`config.mk`:
```
export PLATFORM = sky130hd
export DESIGN_NAME = bsfeu_core
export DESIGN_NICKNAME = d
export VERILOG_FILES = /design/src/include/bsfeu_pkg.sv /design/src/hw/bsfeu_core.sv
export SDC_FILE = /design/constraint.sdc
export NUM_CORES = 1
export LEC_CHECK = 0
export BUFFER_PORTS_ARGS = -buffer_cell sky130_fd_sc_hd__buf_2
export CORE_UTILIZATION = 56
export DETAILED_ROUTE_END_ITERATION = 6
export GPL_ROUTABILITY_DRIVEN = 0
export PLACE_DENSITY = 0.86
export SYNTH_ARGS = -nofsm -noshare
export SYNTH_HDL_FRONTEND = slang
export SYNTH_SLANG_ARGS = --single-unit
```
`constraint.sdc`:
```
create_clock -name core_clk -period 3.9 [get_ports core_clk]
set_input_delay 0.975 -clock core_clk [delete_from_list [all_inputs] [get_ports core_clk]]
set_output_delay 0.975 -clock core_clk [all_outputs]
set_load 0.05 [all_outputs]
```
`src/include/bsfeu_pkg.sv`:
```
// package of constants and types for the bit, shift and flag execution unit
`default_nettype none
package bsfeu_pkg;
    localparam int unsigned CORE_CLK_MHZ = 125;
    localparam int unsigned DATA_W = 8;
    localparam int unsigned SP_W = 16;
    localparam int unsigned IO_ADDR_W = 6;
    localparam int unsigned WB_ADR_W = 4;

    // wishbone word offsets (byte addresses)
    localparam logic [3:0] FLAGS_OFS = 4'h0;
    localparam logic [3:0] SP_OFS = 4'h4;
    localparam logic [3:0] RESULT_OFS = 4'h8;
    localparam logic [3:0] STATE_OFS = 4'hC;

    // status flag bit positions
    localparam logic [2:0] FLAG_C = 3'h0;
    localparam logic [2:0] FLAG_Z = 3'h1;
    localparam logic [2:0] FLAG_N = 3'h2;
    localparam logic [2:0] FLAG_V = 3'h3;
    localparam logic [2:0] FLAG_S = 3'h4;
    localparam logic [2:0] FLAG_H = 3'h5;
    localparam logic [2:0] FLAG_T = 3'h6;
    localparam logic [2:0] FLAG_I = 3'h7;

    localparam logic [7:0] FLAGS_RST = 8'h00;
    localparam logic [15:0] SP_RST = 16'h0000;
    localparam logic [7:0] ZERO_BYTE = 8'h00;
    localparam logic [15:0] SP_STEP = 16'h0001;

    typedef enum logic [4:0] {
        NOP_OP = 5'h00,
        POP_OP = 5'h01,
        IO_BIT_SET_OP = 5'h02,
        IO_BIT_CLEAR_OP = 5'h03,
        SHIFT_LEFT_OP = 5'h04,
        SHIFT_RIGHT_OP = 5'h05,
        ROTATE_LEFT_CARRY_OP = 5'h06,
        ROTATE_RIGHT_CARRY_OP = 5'h07,
        ARITH_SHIFT_RIGHT_OP = 5'h08,
        NIBBLE_SWAP_OP = 5'h09,
        STATUS_BIT_SET_OP = 5'h0A,
        STATUS_BIT_CLEAR_OP = 5'h0B,
        BIT_TO_TRANSFER_FLAG_OP = 5'h0C,
        TRANSFER_FLAG_TO_BIT_OP = 5'h0D,
        CARRY_SET_OP = 5'h0E,
        CARRY_CLEAR_OP = 5'h0F,
        NEGATIVE_SET_OP = 5'h10,
        NEGATIVE_CLEAR_OP = 5'h11,
        ZERO_SET_OP = 5'h12,
        ZERO_CLEAR_OP = 5'h13,
        IRQ_GLOBAL_ON_OP = 5'h14,
        IRQ_GLOBAL_OFF_OP = 5'h15,
        SIGNED_SET_OP = 5'h16,
        SIGNED_CLEAR_OP = 5'h17,
        OVERFLOW_SET_OP = 5'h18,
        OVERFLOW_CLEAR_OP = 5'h19
    } bsfeu_op_e;

    typedef enum logic [1:0] {
        ST_IDLE = 2'b00,
        ST_POP = 2'b01,
        ST_IO_BIT = 2'b10
    } bsfeu_state_e;
endpackage
`default_nettype wire

```
`src/hw/bsfeu_core.sv`:
```
// execution unit for pop, i/o bit, shift, rotate, swap, transfer and flag instructions
// Operation
// - i/o bit set writes 1, clear writes 0
// - shift left: bits up, 0 in bit 0
// - shift right: bits down, 0 in bit 7
// - rotate left: carry in bit 0, bit 7 out
// - rotate right: carry in bit 7, bit 0 out
// - arithmetic shift right keeps bit 7
// - nibble swap, flags untouched
// - flag set/clear by operand, only that bit
// - bit store copies source bit to T
// - bit load copies T into destination bit
// - carry set and clear instructions
// - negative set and clear instructions
// - zero set and clear instructions
// - global interrupt enable and disable
// - signed flag set and clear instructions
// - pop loads destination from stack top
// - overflow set and clear instructions
//
// Design decisions made here: register access over Wishbone and the register addresses.
`timescale 1ns/1ps
`default_nettype none
module bsfeu_core
    import bsfeu_pkg::*;
(
    input wire logic core_clk,
    input wire logic resetn,
    input wire logic wb_cyc_i,
    input wire logic wb_stb_i,
    input wire logic wb_we_i,
    input wire logic [WB_ADR_W-1:0] wb_adr_i,
    input wire logic [3:0] wb_sel_i,
    input wire logic [31:0] wb_dat_i,
    output logic [31:0] wb_dat_o,
    output logic wb_ack_o,
    input wire logic op_valid,
    input wire logic [4:0] op_code,
    input wire logic [2:0] op_sel,
    input wire logic [IO_ADDR_W-1:0] op_io_addr,
    input wire logic [DATA_W-1:0] src_value,
    input wire logic [DATA_W-1:0] io_rd_data,
    input wire logic [DATA_W-1:0] stack_rd_data,
    output logic busy,
    output logic op_done,
    output logic rd_we,
    output logic [DATA_W-1:0] rd_wdata,
    output logic io_rd_en,
    output logic io_we,
    output logic [IO_ADDR_W-1:0] io_addr,
    output logic [DATA_W-1:0] io_wdata,
    output logic stack_rd_en,
    output logic [SP_W-1:0] stack_addr,
    output logic [DATA_W-1:0] status_flags
);

    // maps a dedicated flag instruction to the flag it touches; even codes set, odd clear
    function automatic logic [2:0] flag_index(input logic [4:0] code);
        unique case (code)
            CARRY_SET_OP, CARRY_CLEAR_OP: flag_index = FLAG_C;
            NEGATIVE_SET_OP, NEGATIVE_CLEAR_OP: flag_index = FLAG_N;
            ZERO_SET_OP, ZERO_CLEAR_OP: flag_index = FLAG_Z;
            IRQ_GLOBAL_ON_OP, IRQ_GLOBAL_OFF_OP: flag_index = FLAG_I;
            SIGNED_SET_OP, SIGNED_CLEAR_OP: flag_index = FLAG_S;
            default: flag_index = FLAG_V;
        endcase
    endfunction

    // write a byte lane into a stored field when its select bit is high
    function automatic logic [7:0] lane(input logic [7:0] old, input logic [7:0] nw,
                                        input logic en);
        lane = en ? nw : old;
    endfunction

    bsfeu_state_e state_reg, state_next;
    logic [7:0] flags_reg, flags_next;
    logic [SP_W-1:0] sp_reg, sp_next;
    logic [7:0] result_reg, result_next;
    logic busy_reg, busy_next;
    logic done_reg, done_next;
    logic rd_we_reg, rd_we_next;
    logic io_rd_en_reg, io_rd_en_next;
    logic io_we_reg, io_we_next;
    logic [IO_ADDR_W-1:0] io_addr_reg, io_addr_next;
    logic [7:0] io_wdata_reg, io_wdata_next;
    logic stack_rd_en_reg, stack_rd_en_next;
    logic [SP_W-1:0] stack_addr_reg, stack_addr_next;
    logic [2:0] sel_reg, sel_next;
    logic io_set_reg, io_set_next;
    logic ack_reg, ack_next;
    logic [31:0] dat_reg, dat_next;

    logic bus_req;
    logic bus_wr;
    logic [7:0] shift_val;
    logic shift_carry;
    logic shift_op;

    assign bus_req = wb_cyc_i & wb_stb_i & ~ack_reg;
    assign bus_wr = bus_req & wb_we_i;

    // shifter shared by the five shift and rotate instructions
    always_comb
    begin
        shift_op = 1'b1;
        shift_val = src_value;
        shift_carry = flags_reg[FLAG_C];
        unique case (op_code)
            SHIFT_LEFT_OP:
            begin
                shift_val = {src_value[6:0], 1'b0};
                shift_carry = src_value[7];
            end
            SHIFT_RIGHT_OP:
            begin
                shift_val = {1'b0, src_value[7:1]};
                shift_carry = src_value[0];
            end
            ROTATE_LEFT_CARRY_OP:
            begin
                shift_val = {src_value[6:0], flags_reg[FLAG_C]};
                shift_carry = src_value[7];
            end
            ROTATE_RIGHT_CARRY_OP:
            begin
                shift_val = {flags_reg[FLAG_C], src_value[7:1]};
                shift_carry = src_value[0];
            end
            ARITH_SHIFT_RIGHT_OP:
            begin
                shift_val = {src_value[7], src_value[7:1]};
                shift_carry = src_value[0];
            end
            default: shift_op = 1'b0;
        endcase
    end

    // instruction sequencing and status flags
    always_comb
    begin
        state_next = state_reg;
        flags_next = flags_reg;
        sp_next = sp_reg;
        result_next = result_reg;
        busy_next = 1'b0;
        done_next = 1'b0;
        rd_we_next = 1'b0;
        io_rd_en_next = 1'b0;
        io_we_next = 1'b0;
        io_addr_next = io_addr_reg;
        io_wdata_next = io_wdata_reg;
        stack_rd_en_next = 1'b0;
        stack_addr_next = stack_addr_reg;
        sel_next = sel_reg;
        io_set_next = io_set_reg;

        // software writes first so a same-cycle instruction overrides them
        if (bus_wr && wb_adr_i == FLAGS_OFS)
        begin
            flags_next = lane(flags_reg, wb_dat_i[7:0], wb_sel_i[0]);
        end
        if (bus_wr && wb_adr_i == SP_OFS)
        begin
            sp_next[7:0] = lane(sp_reg[7:0], wb_dat_i[7:0], wb_sel_i[0]);
            sp_next[15:8] = lane(sp_reg[15:8], wb_dat_i[15:8], wb_sel_i[1]);
        end

        unique case (state_reg)
            ST_IDLE:
            begin
                if (op_valid)
                begin
                    if (shift_op)
                    begin
                        result_next = shift_val;
                        rd_we_next = 1'b1;
                        done_next = 1'b1;
                        flags_next[FLAG_C] = shift_carry;
                        flags_next[FLAG_Z] = (shift_val == ZERO_BYTE);
                        flags_next[FLAG_N] = shift_val[7];
                        flags_next[FLAG_V] = shift_val[7] ^ shift_carry;
                    end
                    else
                    begin
                        unique case (op_code)
                            POP_OP:
                            begin
                                sp_next = sp_reg + SP_STEP;
                                stack_addr_next = sp_reg + SP_STEP;
                                stack_rd_en_next = 1'b1;
                                busy_next = 1'b1;
                                state_next = ST_POP;
                            end
                            IO_BIT_SET_OP, IO_BIT_CLEAR_OP:
                            begin
                                io_addr_next = op_io_addr;
                                io_rd_en_next = 1'b1;
                                sel_next = op_sel;
                                io_set_next = (op_code == IO_BIT_SET_OP);
                                busy_next = 1'b1;
                                state_next = ST_IO_BIT;
                            end
                            NIBBLE_SWAP_OP:
                            begin
                                result_next = {src_value[3:0], src_value[7:4]};
                                rd_we_next = 1'b1;
                                done_next = 1'b1;
                            end
                            STATUS_BIT_SET_OP, STATUS_BIT_CLEAR_OP:
                            begin
                                flags_next[op_sel] = (op_code == STATUS_BIT_SET_OP);
                                done_next = 1'b1;
                            end
                            BIT_TO_TRANSFER_FLAG_OP:
                            begin
                                flags_next[FLAG_T] = src_value[op_sel];
                                done_next = 1'b1;
                            end
                            TRANSFER_FLAG_TO_BIT_OP:
                            begin
                                result_next = src_value;
                                result_next[op_sel] = flags_reg[FLAG_T];
                                rd_we_next = 1'b1;
                                done_next = 1'b1;
                            end
                            CARRY_SET_OP, CARRY_CLEAR_OP,
                            NEGATIVE_SET_OP, NEGATIVE_CLEAR_OP,
                            ZERO_SET_OP, ZERO_CLEAR_OP,
                            IRQ_GLOBAL_ON_OP, IRQ_GLOBAL_OFF_OP,
                            SIGNED_SET_OP, SIGNED_CLEAR_OP,
                            OVERFLOW_SET_OP, OVERFLOW_CLEAR_OP:
                            begin
                                flags_next[flag_index(op_code)] = ~op_code[0];
                                done_next = 1'b1;
                            end
                            default: done_next = 1'b1; // unknown codes retire as a no-operation
                        endcase
                    end
                end
            end
            ST_POP:
            begin
                result_next = stack_rd_data;
                rd_we_next = 1'b1;
                done_next = 1'b1;
                state_next = ST_IDLE;
            end
            ST_IO_BIT:
            begin
                io_wdata_next = io_rd_data;
                io_wdata_next[sel_reg] = io_set_reg;
                io_we_next = 1'b1;
                done_next = 1'b1;
                state_next = ST_IDLE;
            end
            default: state_next = ST_IDLE;
        endcase
    end

    // wishbone slave: one wait state, unmapped reads give zero
    always_comb
    begin
        ack_next = bus_req;
        dat_next = 32'h0000_0000;
        if (bus_req && !wb_we_i)
        begin
            unique case (wb_adr_i)
                FLAGS_OFS: dat_next = {24'h00_0000, flags_reg};
                SP_OFS: dat_next = {16'h0000, sp_reg};
                RESULT_OFS: dat_next = {24'h00_0000, result_reg};
                STATE_OFS: dat_next = {29'h0000_0000, busy_reg, state_reg};
                default: dat_next = 32'h0000_0000;
            endcase
        end
    end

    always_ff @(posedge core_clk or negedge resetn)
    begin
        if (!resetn)
        begin
            state_reg <= ST_IDLE;
            flags_reg <= FLAGS_RST;
            sp_reg <= SP_RST;
            result_reg <= ZERO_BYTE;
            busy_reg <= 1'b0;
            done_reg <= 1'b0;
            rd_we_reg <= 1'b0;
            io_rd_en_reg <= 1'b0;
            io_we_reg <= 1'b0;
            io_addr_reg <= '0;
            io_wdata_reg <= ZERO_BYTE;
            stack_rd_en_reg <= 1'b0;
            stack_addr_reg <= SP_RST;
            sel_reg <= 3'h0;
            io_set_reg <= 1'b0;
            ack_reg <= 1'b0;
            dat_reg <= 32'h0000_0000;
        end
        else
        begin
            state_reg <= state_next;
            flags_reg <= flags_next;
            sp_reg <= sp_next;
            result_reg <= result_next;
            busy_reg <= busy_next;
            done_reg <= done_next;
            rd_we_reg <= rd_we_next;
            io_rd_en_reg <= io_rd_en_next;
            io_we_reg <= io_we_next;
            io_addr_reg <= io_addr_next;
            io_wdata_reg <= io_wdata_next;
            stack_rd_en_reg <= stack_rd_en_next;
            stack_addr_reg <= stack_addr_next;
            sel_reg <= sel_next;
            io_set_reg <= io_set_next;
            ack_reg <= ack_next;
            dat_reg <= dat_next;
        end
    end

    assign wb_dat_o = dat_reg;
    assign wb_ack_o = ack_reg;
    assign busy = busy_reg;
    assign op_done = done_reg;
    assign rd_we = rd_we_reg;
    assign rd_wdata = result_reg;
    assign io_rd_en = io_rd_en_reg;
    assign io_we = io_we_reg;
    assign io_addr = io_addr_reg;
    assign io_wdata = io_wdata_reg;
    assign stack_rd_en = stack_rd_en_reg;
    assign stack_addr = stack_addr_reg;
    assign status_flags = flags_reg;

endmodule
`default_nettype wire

```
# Yosys cells after proc, flatten, opt, wreduce, memory -nomap -nowiden
# Memory sizes are Yosys's and may differ from the RTL's.
# Cells that the tools add are included.
# op_classes
n_reduce_logical,24
magnitude_cmp,6
eq_ne,34
muxes,66
addsub,1
bitwise_logic,7
# op_table
op,n
two-way mux 16 bit,6
two-way mux 8 bit,8
case mux 16 bit (4 select lines),1
equality test 5 bit (second input constant),10
equality test 5 x 4 -> 1 bit (second input constant),8
case mux 8 bit (5 select lines),1
bitwise mux 8 bit,4
case mux 8 bit (2 select lines),2
two-way mux 1 bit,24
equality test 5 x 3 -> 1 bit (second input constant),4
adder 16 x 1 -> 16 bit (second input constant),1
< comparator 3 x 4 -> 1 bit (second input constant),3
two-way mux 3 bit,4
case mux 6 bit (2 select lines),1
OR reduction 12 bit,1
equality test 5 x 2 -> 1 bit (second input constant),2
OR reduction 2 bit,5
demux 1 bit (select 3 bit),3
greater-or-equal comparator 3 x 1 -> 1 bit (second input constant),3
equality test 4 bit (second input constant),2
logical NOT 8 bit,1
two-way mux 4 bit,2
case mux 1 bit (2 select lines),4
AND reduction 4 bit,2
other kinds (22),36
# word_totals
output_inout_bits,85
n_memories,1
inputBits,84
rom_bits,96
regBits,107
elab_cells,156
# mem_list
name,words,word_bits,rd,rd_clocked_by_memory_dff,wr,line,rtl
(name not given),32,3,1,0,0,bsfeu_core.sv:59,unique case (code)

# Depth between registers and ports, before layout
# depth
depth_word,15
depth_mapped,10
ltp_nobuf,8

# Least setup slack after synthesis
# No wires, ideal clock.
# synth_timing
kind,input to register
startpoint,input op_code[1]
endpoint,register flags_reg[6] (netlist: status_flags[6])
arrival_time_ns,2.439
slack_ns,1.376
n_path_buf,0
stages,6
required_ns,3.814
setup_ns,0.086
cell_sequence,ha_1 nor3b_1 nand2_1 o21a_1 or3b_2 a32oi_1
# synth_via
elab_chain_cells,14
elab_cells_between_ends,40
cone_classes,order compare: 2; eq/ne: 20; mux: 13; reduce/logical: 4; memory: 1
# synth_rtl
item,line,rtl
"start, declared",bsfeu_core.sv:38,"input wire logic [4:0] op_code,"
memory (32 x 3 bit),-,
two-way mux 3 bit,bsfeu_core.sv:185,unique case (op_code)
two-way mux 3 bit,bsfeu_core.sv:173,if (shift_op)
two-way mux 3 bit,bsfeu_core.sv:171,if (op_valid)
two-way mux 3 bit,bsfeu_core.sv:168,unique case (state_reg)
< comparator 3 x 4 -> 1 bit (not written as such) / greater-or-equal comparator 3 x 1 -> 1 bit (equally long branches),bsfeu_core.sv:233,flags_next[flag_index(op_code)] = ~op_code[0];
logical AND 1 bit (not written as such),bsfeu_core.sv:233,
two-way mux 1 bit (not written as such),bsfeu_core.sv:233,
demux 1 bit (select 3 bit),bsfeu_core.sv:233,
bitwise mux 8 bit,bsfeu_core.sv:233,
case mux 1 bit (3 select lines),bsfeu_core.sv:185,
two-way mux 4 bit *,bsfeu_core.sv:173,
two-way mux 8 bit *,bsfeu_core.sv:171,
two-way mux 8 bit *,bsfeu_core.sv:168,
named net flags_next[6],bsfeu_core.sv:76,"logic [7:0] flags_reg, flags_next;"
"end signal, assigned",bsfeu_core.sv:302,flags_reg <= flags_next;
"end, declared",bsfeu_core.sv:76,
# The timed path passes the listed nets; every way through them passes the cells marked *. The select of a mux whose other input is x is not followed.
# A chain may end at the register's enable or synchronous reset.

# Worst setup path after layout
# layout_timing
startpoint,input op_code[2]
endpoint,register flags_reg[6] (netlist: status_flags[6])
# Same word-level chain as after synthesis.

==> results.sh <==
export IMPL_ctsHtreeMaxLevel=3
export IMPL_cts_setup_buffers=0
export IMPL_critPathLaunch="op_code[2]"
export IMPL_yosysSeqAreaShare_pct=41.1
export IMPL_yosys_top_cells_area="dfrtp_1, nand2_1, mux2i_1"
export IMPL_diodes=0
export IMPL_coreArea_um2=9420
export IMPL_ys_flop_type="dfrtp_1"
export IMPL_multiInputGateArea_um2=2970
export IMPL_end_kind="register"
export IMPL_vias=5172
export IMPL_finalSetupViolations=0
export IMPL_drc=0
export IMPL_slew_headroom_pct=25.7
export IMPL_gr_total_overflow=0
export IMPL_fmax_mhz=371
export IMPL_worst_pin_slew_ps=1110
export IMPL_fin_skew_ps=12.3
export IMPL_cts_root_buf="clkbuf_8"
export IMPL_clk_latency_ps=360
export IMPL_max_cap_viol_count=0
export IMPL_finalInstanceArea_um2=6360
export IMPL_routedWlPerCell_um=17.3
export IMPL_synth_edf_count=0
export IMPL_io_buffers=134
export IMPL_r2r_start="state_reg[0]"
export IMPL_fp_dieH_um=102
export IMPL_grt_max_degree=92
export IMPL_path_clk_slew_ps=100
export IMPL_synthesis_instances=613
export IMPL_synth_seq_cells=91
export IMPL_critPathKind="primary input to register"
export IMPL_start_util_pct=58.9
export IMPL_area_growth_pct=14.8
export IMPL_fillers=765
export IMPL_path_buf_inv=1
export IMPL_clk_path_buf_depth=2
export IMPL_seq_area_um2=2280
export IMPL_period_needed_ps=2700
export IMPL_die_area_um2=10300
export IMPL_required_ps=4180
export IMPL_syn_area_per_cell_um2=9.04
export IMPL_cts_hold_buffers=0
export IMPL_leakagePower_nw=3.06
export IMPL_ir_drop_mv=0.336
export IMPL_dieWidth_um=102
export IMPL_wirelength_um=14800
export IMPL_path_cells="buf_2 > ha_1 > nor3b_1 > nand2_1 > o21a_1 > or3b_2 > a32oi_1"
export IMPL_ctsResizeCount=0
export IMPL_vias_per_cell=6.07
export IMPL_arrival_ps=2980
export IMPL_fin_crit_sh_pct=69.1
export IMPL_yosysWarnings=0
export IMPL_core_rowCount=35
export IMPL_final_antenna_net_count=0
export IMPL_postSynth_asyncResetShare_pct=100
export IMPL_powerDensity_nw_per_um2=603
export IMPL_critPathMaxFanout=25
export IMPL_place_hpwl_um=10900
export IMPL_cp_start_kind="primary input"
export IMPL_cts_made_buffers=9
export IMPL_drive_gt1_share_pct=25.4
export IMPL_max_stage_delay_ps=440
export IMPL_synth_top_area_share_pct=41.1
export IMPL_grt_pass1_wl_um=23500
export IMPL_grt_pass1_vias=4763
export IMPL_syn_cell_area_um2=5540
export IMPL_cts_tree="done"
export IMPL_first_pass_iters=5
export IMPL_placedInstanceArea_um2=6150
export IMPL_rsz0062_at_grt="no"
export IMPL_cp_slowest_cell="or3b_2"
export IMPL_drv_slew=0
export IMPL_reg2reg_setup_slack_ps=1420
export IMPL_min_from="io_addr[3]"
export IMPL_grt_use_total_pct=29.3
export IMPL_antenna_found_initial=0
export IMPL_io_pins=169
export IMPL_dp_cells=836
export IMPL_min_path_type="register to register"
export IMPL_hold_violations=0
export IMPL_crit_family="simple AND/OR/NAND/NOR gates"
export IMPL_final_cells=852
export IMPL_clkSinkCount=91
export IMPL_synth_top_cell_by_area="dfrtp_1"
export IMPL_final_setup_tns_ps=0
export IMPL_drtIter0Drc=414
export IMPL_status="complete, no violations"
export IMPL_fin_nets=808
export IMPL_ys_types=73
==> power by group <==
| part | switching [W] | total, W | internal [W] |
|---|---|---|---|
| Sequential | 0.000267 | 0.00147 | 0.00120 |
| Combinational | 0.00121 | 0.00169 | 0.000478 |
| Clock | 0.000353 | 0.000672 | 0.000320 |
| Total | 0.00183 | 0.00383 | 0.00200 |
==> cell usage after synthesis (all sizes together) (5+ instances only) <==
| library cell | instances |
|---|---|
| nand2b | 9 |
| o22ai | 13 |
| a221o | 5 |
| a211oi | 6 |
| and3 | 5 |
| dfrtp | 91 |
| nand3b | 5 |
| and2 | 12 |
| inv | 9 |
| nor2 | 59 |
| buf | 31 |
| xnor2 | 5 |
| o31ai | 7 |
| mux2 | 13 |
| ha | 6 |
| mux2i | 26 |
| xor2 | 10 |
| nor3b | 5 |
| nand3 | 16 |
| o21ai | 29 |
| a311oi | 5 |
| o21a | 6 |
| nand2 | 76 |
| o211ai | 5 |
| nor2b | 10 |
| nor3 | 8 |
| a21oi | 43 |
| clkbuf | 28 |
| nand4 | 9 |
==> worst reg2reg max path, cell delays in order, from the launching register on <==
cell	delay [ps]
dfrtp_1	440
inv_1	110
ha_1	240
and2_1	360
nand3_1	170
inv_1	510
nor2_1	150
a221o_1	380
==> placed cells by master, fill, tap and decap left out, types with 12 or more instances in the layout <==
master   netlist  final
buf_2         12    133
o22ai_1       13     13
nand3_1       16     16
mux2_2        13     13
nand2_1       76     76
mux2i_1       26     26
and2_1        12     12
nor2_1        59     59
conb_1         1     16
dfrtp_1       91     91
o21ai_0       29     29
a21oi_1       41     41
==> cell families (layout without fill, tap and decap cells) <==
family	count (synthesis)	in the layout	synth area share, %
DFF	91	91	41.1
xor gates and xnor gates	15	15	2.37
other	1	16	0.0676
buffers and inverters	69	164	6.30
adders and majority gates	6	6	1.35
AOI/OAI and AO/OA	146	146	17.6
and+or+nand+nor	243	243	22.7
muxes	42	42	8.55
==> metrics by stage <==
step,power [W],hold WS [ps],worst slack [ps],utilization (%)
after floorplan,0.00271,493,1380,-
after global placement,0.00310,456,950,65.4
after global routing,0.00401,506,1070,67.6
after detailed placement,0.00316,458,880,65.4
final,0.00383,477,1200,67.6
after CTS,0.00382,481,1250,67.6
==> worst paths after layout <==
check,cells after the start,end
min in group asynchronous,1,io_wdata[5]
hold reg to reg,2,io_addr[3]
setup / recovery,7,status_flags[6]
setup reg to reg,7,sp_reg[6]
max in group asynchronous,1,status_flags[7]
hold / removal,2,io_addr[3]
==> final cells by class <==
type | count | share of cell area (%)
clock buffers | 10 | 2.16
clock inverters | 6 | 1.12
inverters | 10 | 0.590
multi-input cells | 468 | 46.7
repair buffers | 138 | 11.1
flip-flops and latches | 91 | 35.8
well taps | 129 | 2.54
==> metal layers <==
| layer | vias up | GRT usage (%) | wire length, um | part of all wire [%] |
|---|---|---|---|---|
| li1 | 2383 | - | - | - |
| met1 | 2421 | 39.2 | 5990 | 41 |
| met2 | 317 | 47.9 | 7120 | 48 |
| met3 | 51 | 4.28 | 1170 | 7.9 |
| met4 | 0 | 12.0 | 472 | 3.2 |
| met5 | - | 0 | 0 | 0 |
Note: power is estimated with default switching activity, not from simulation.
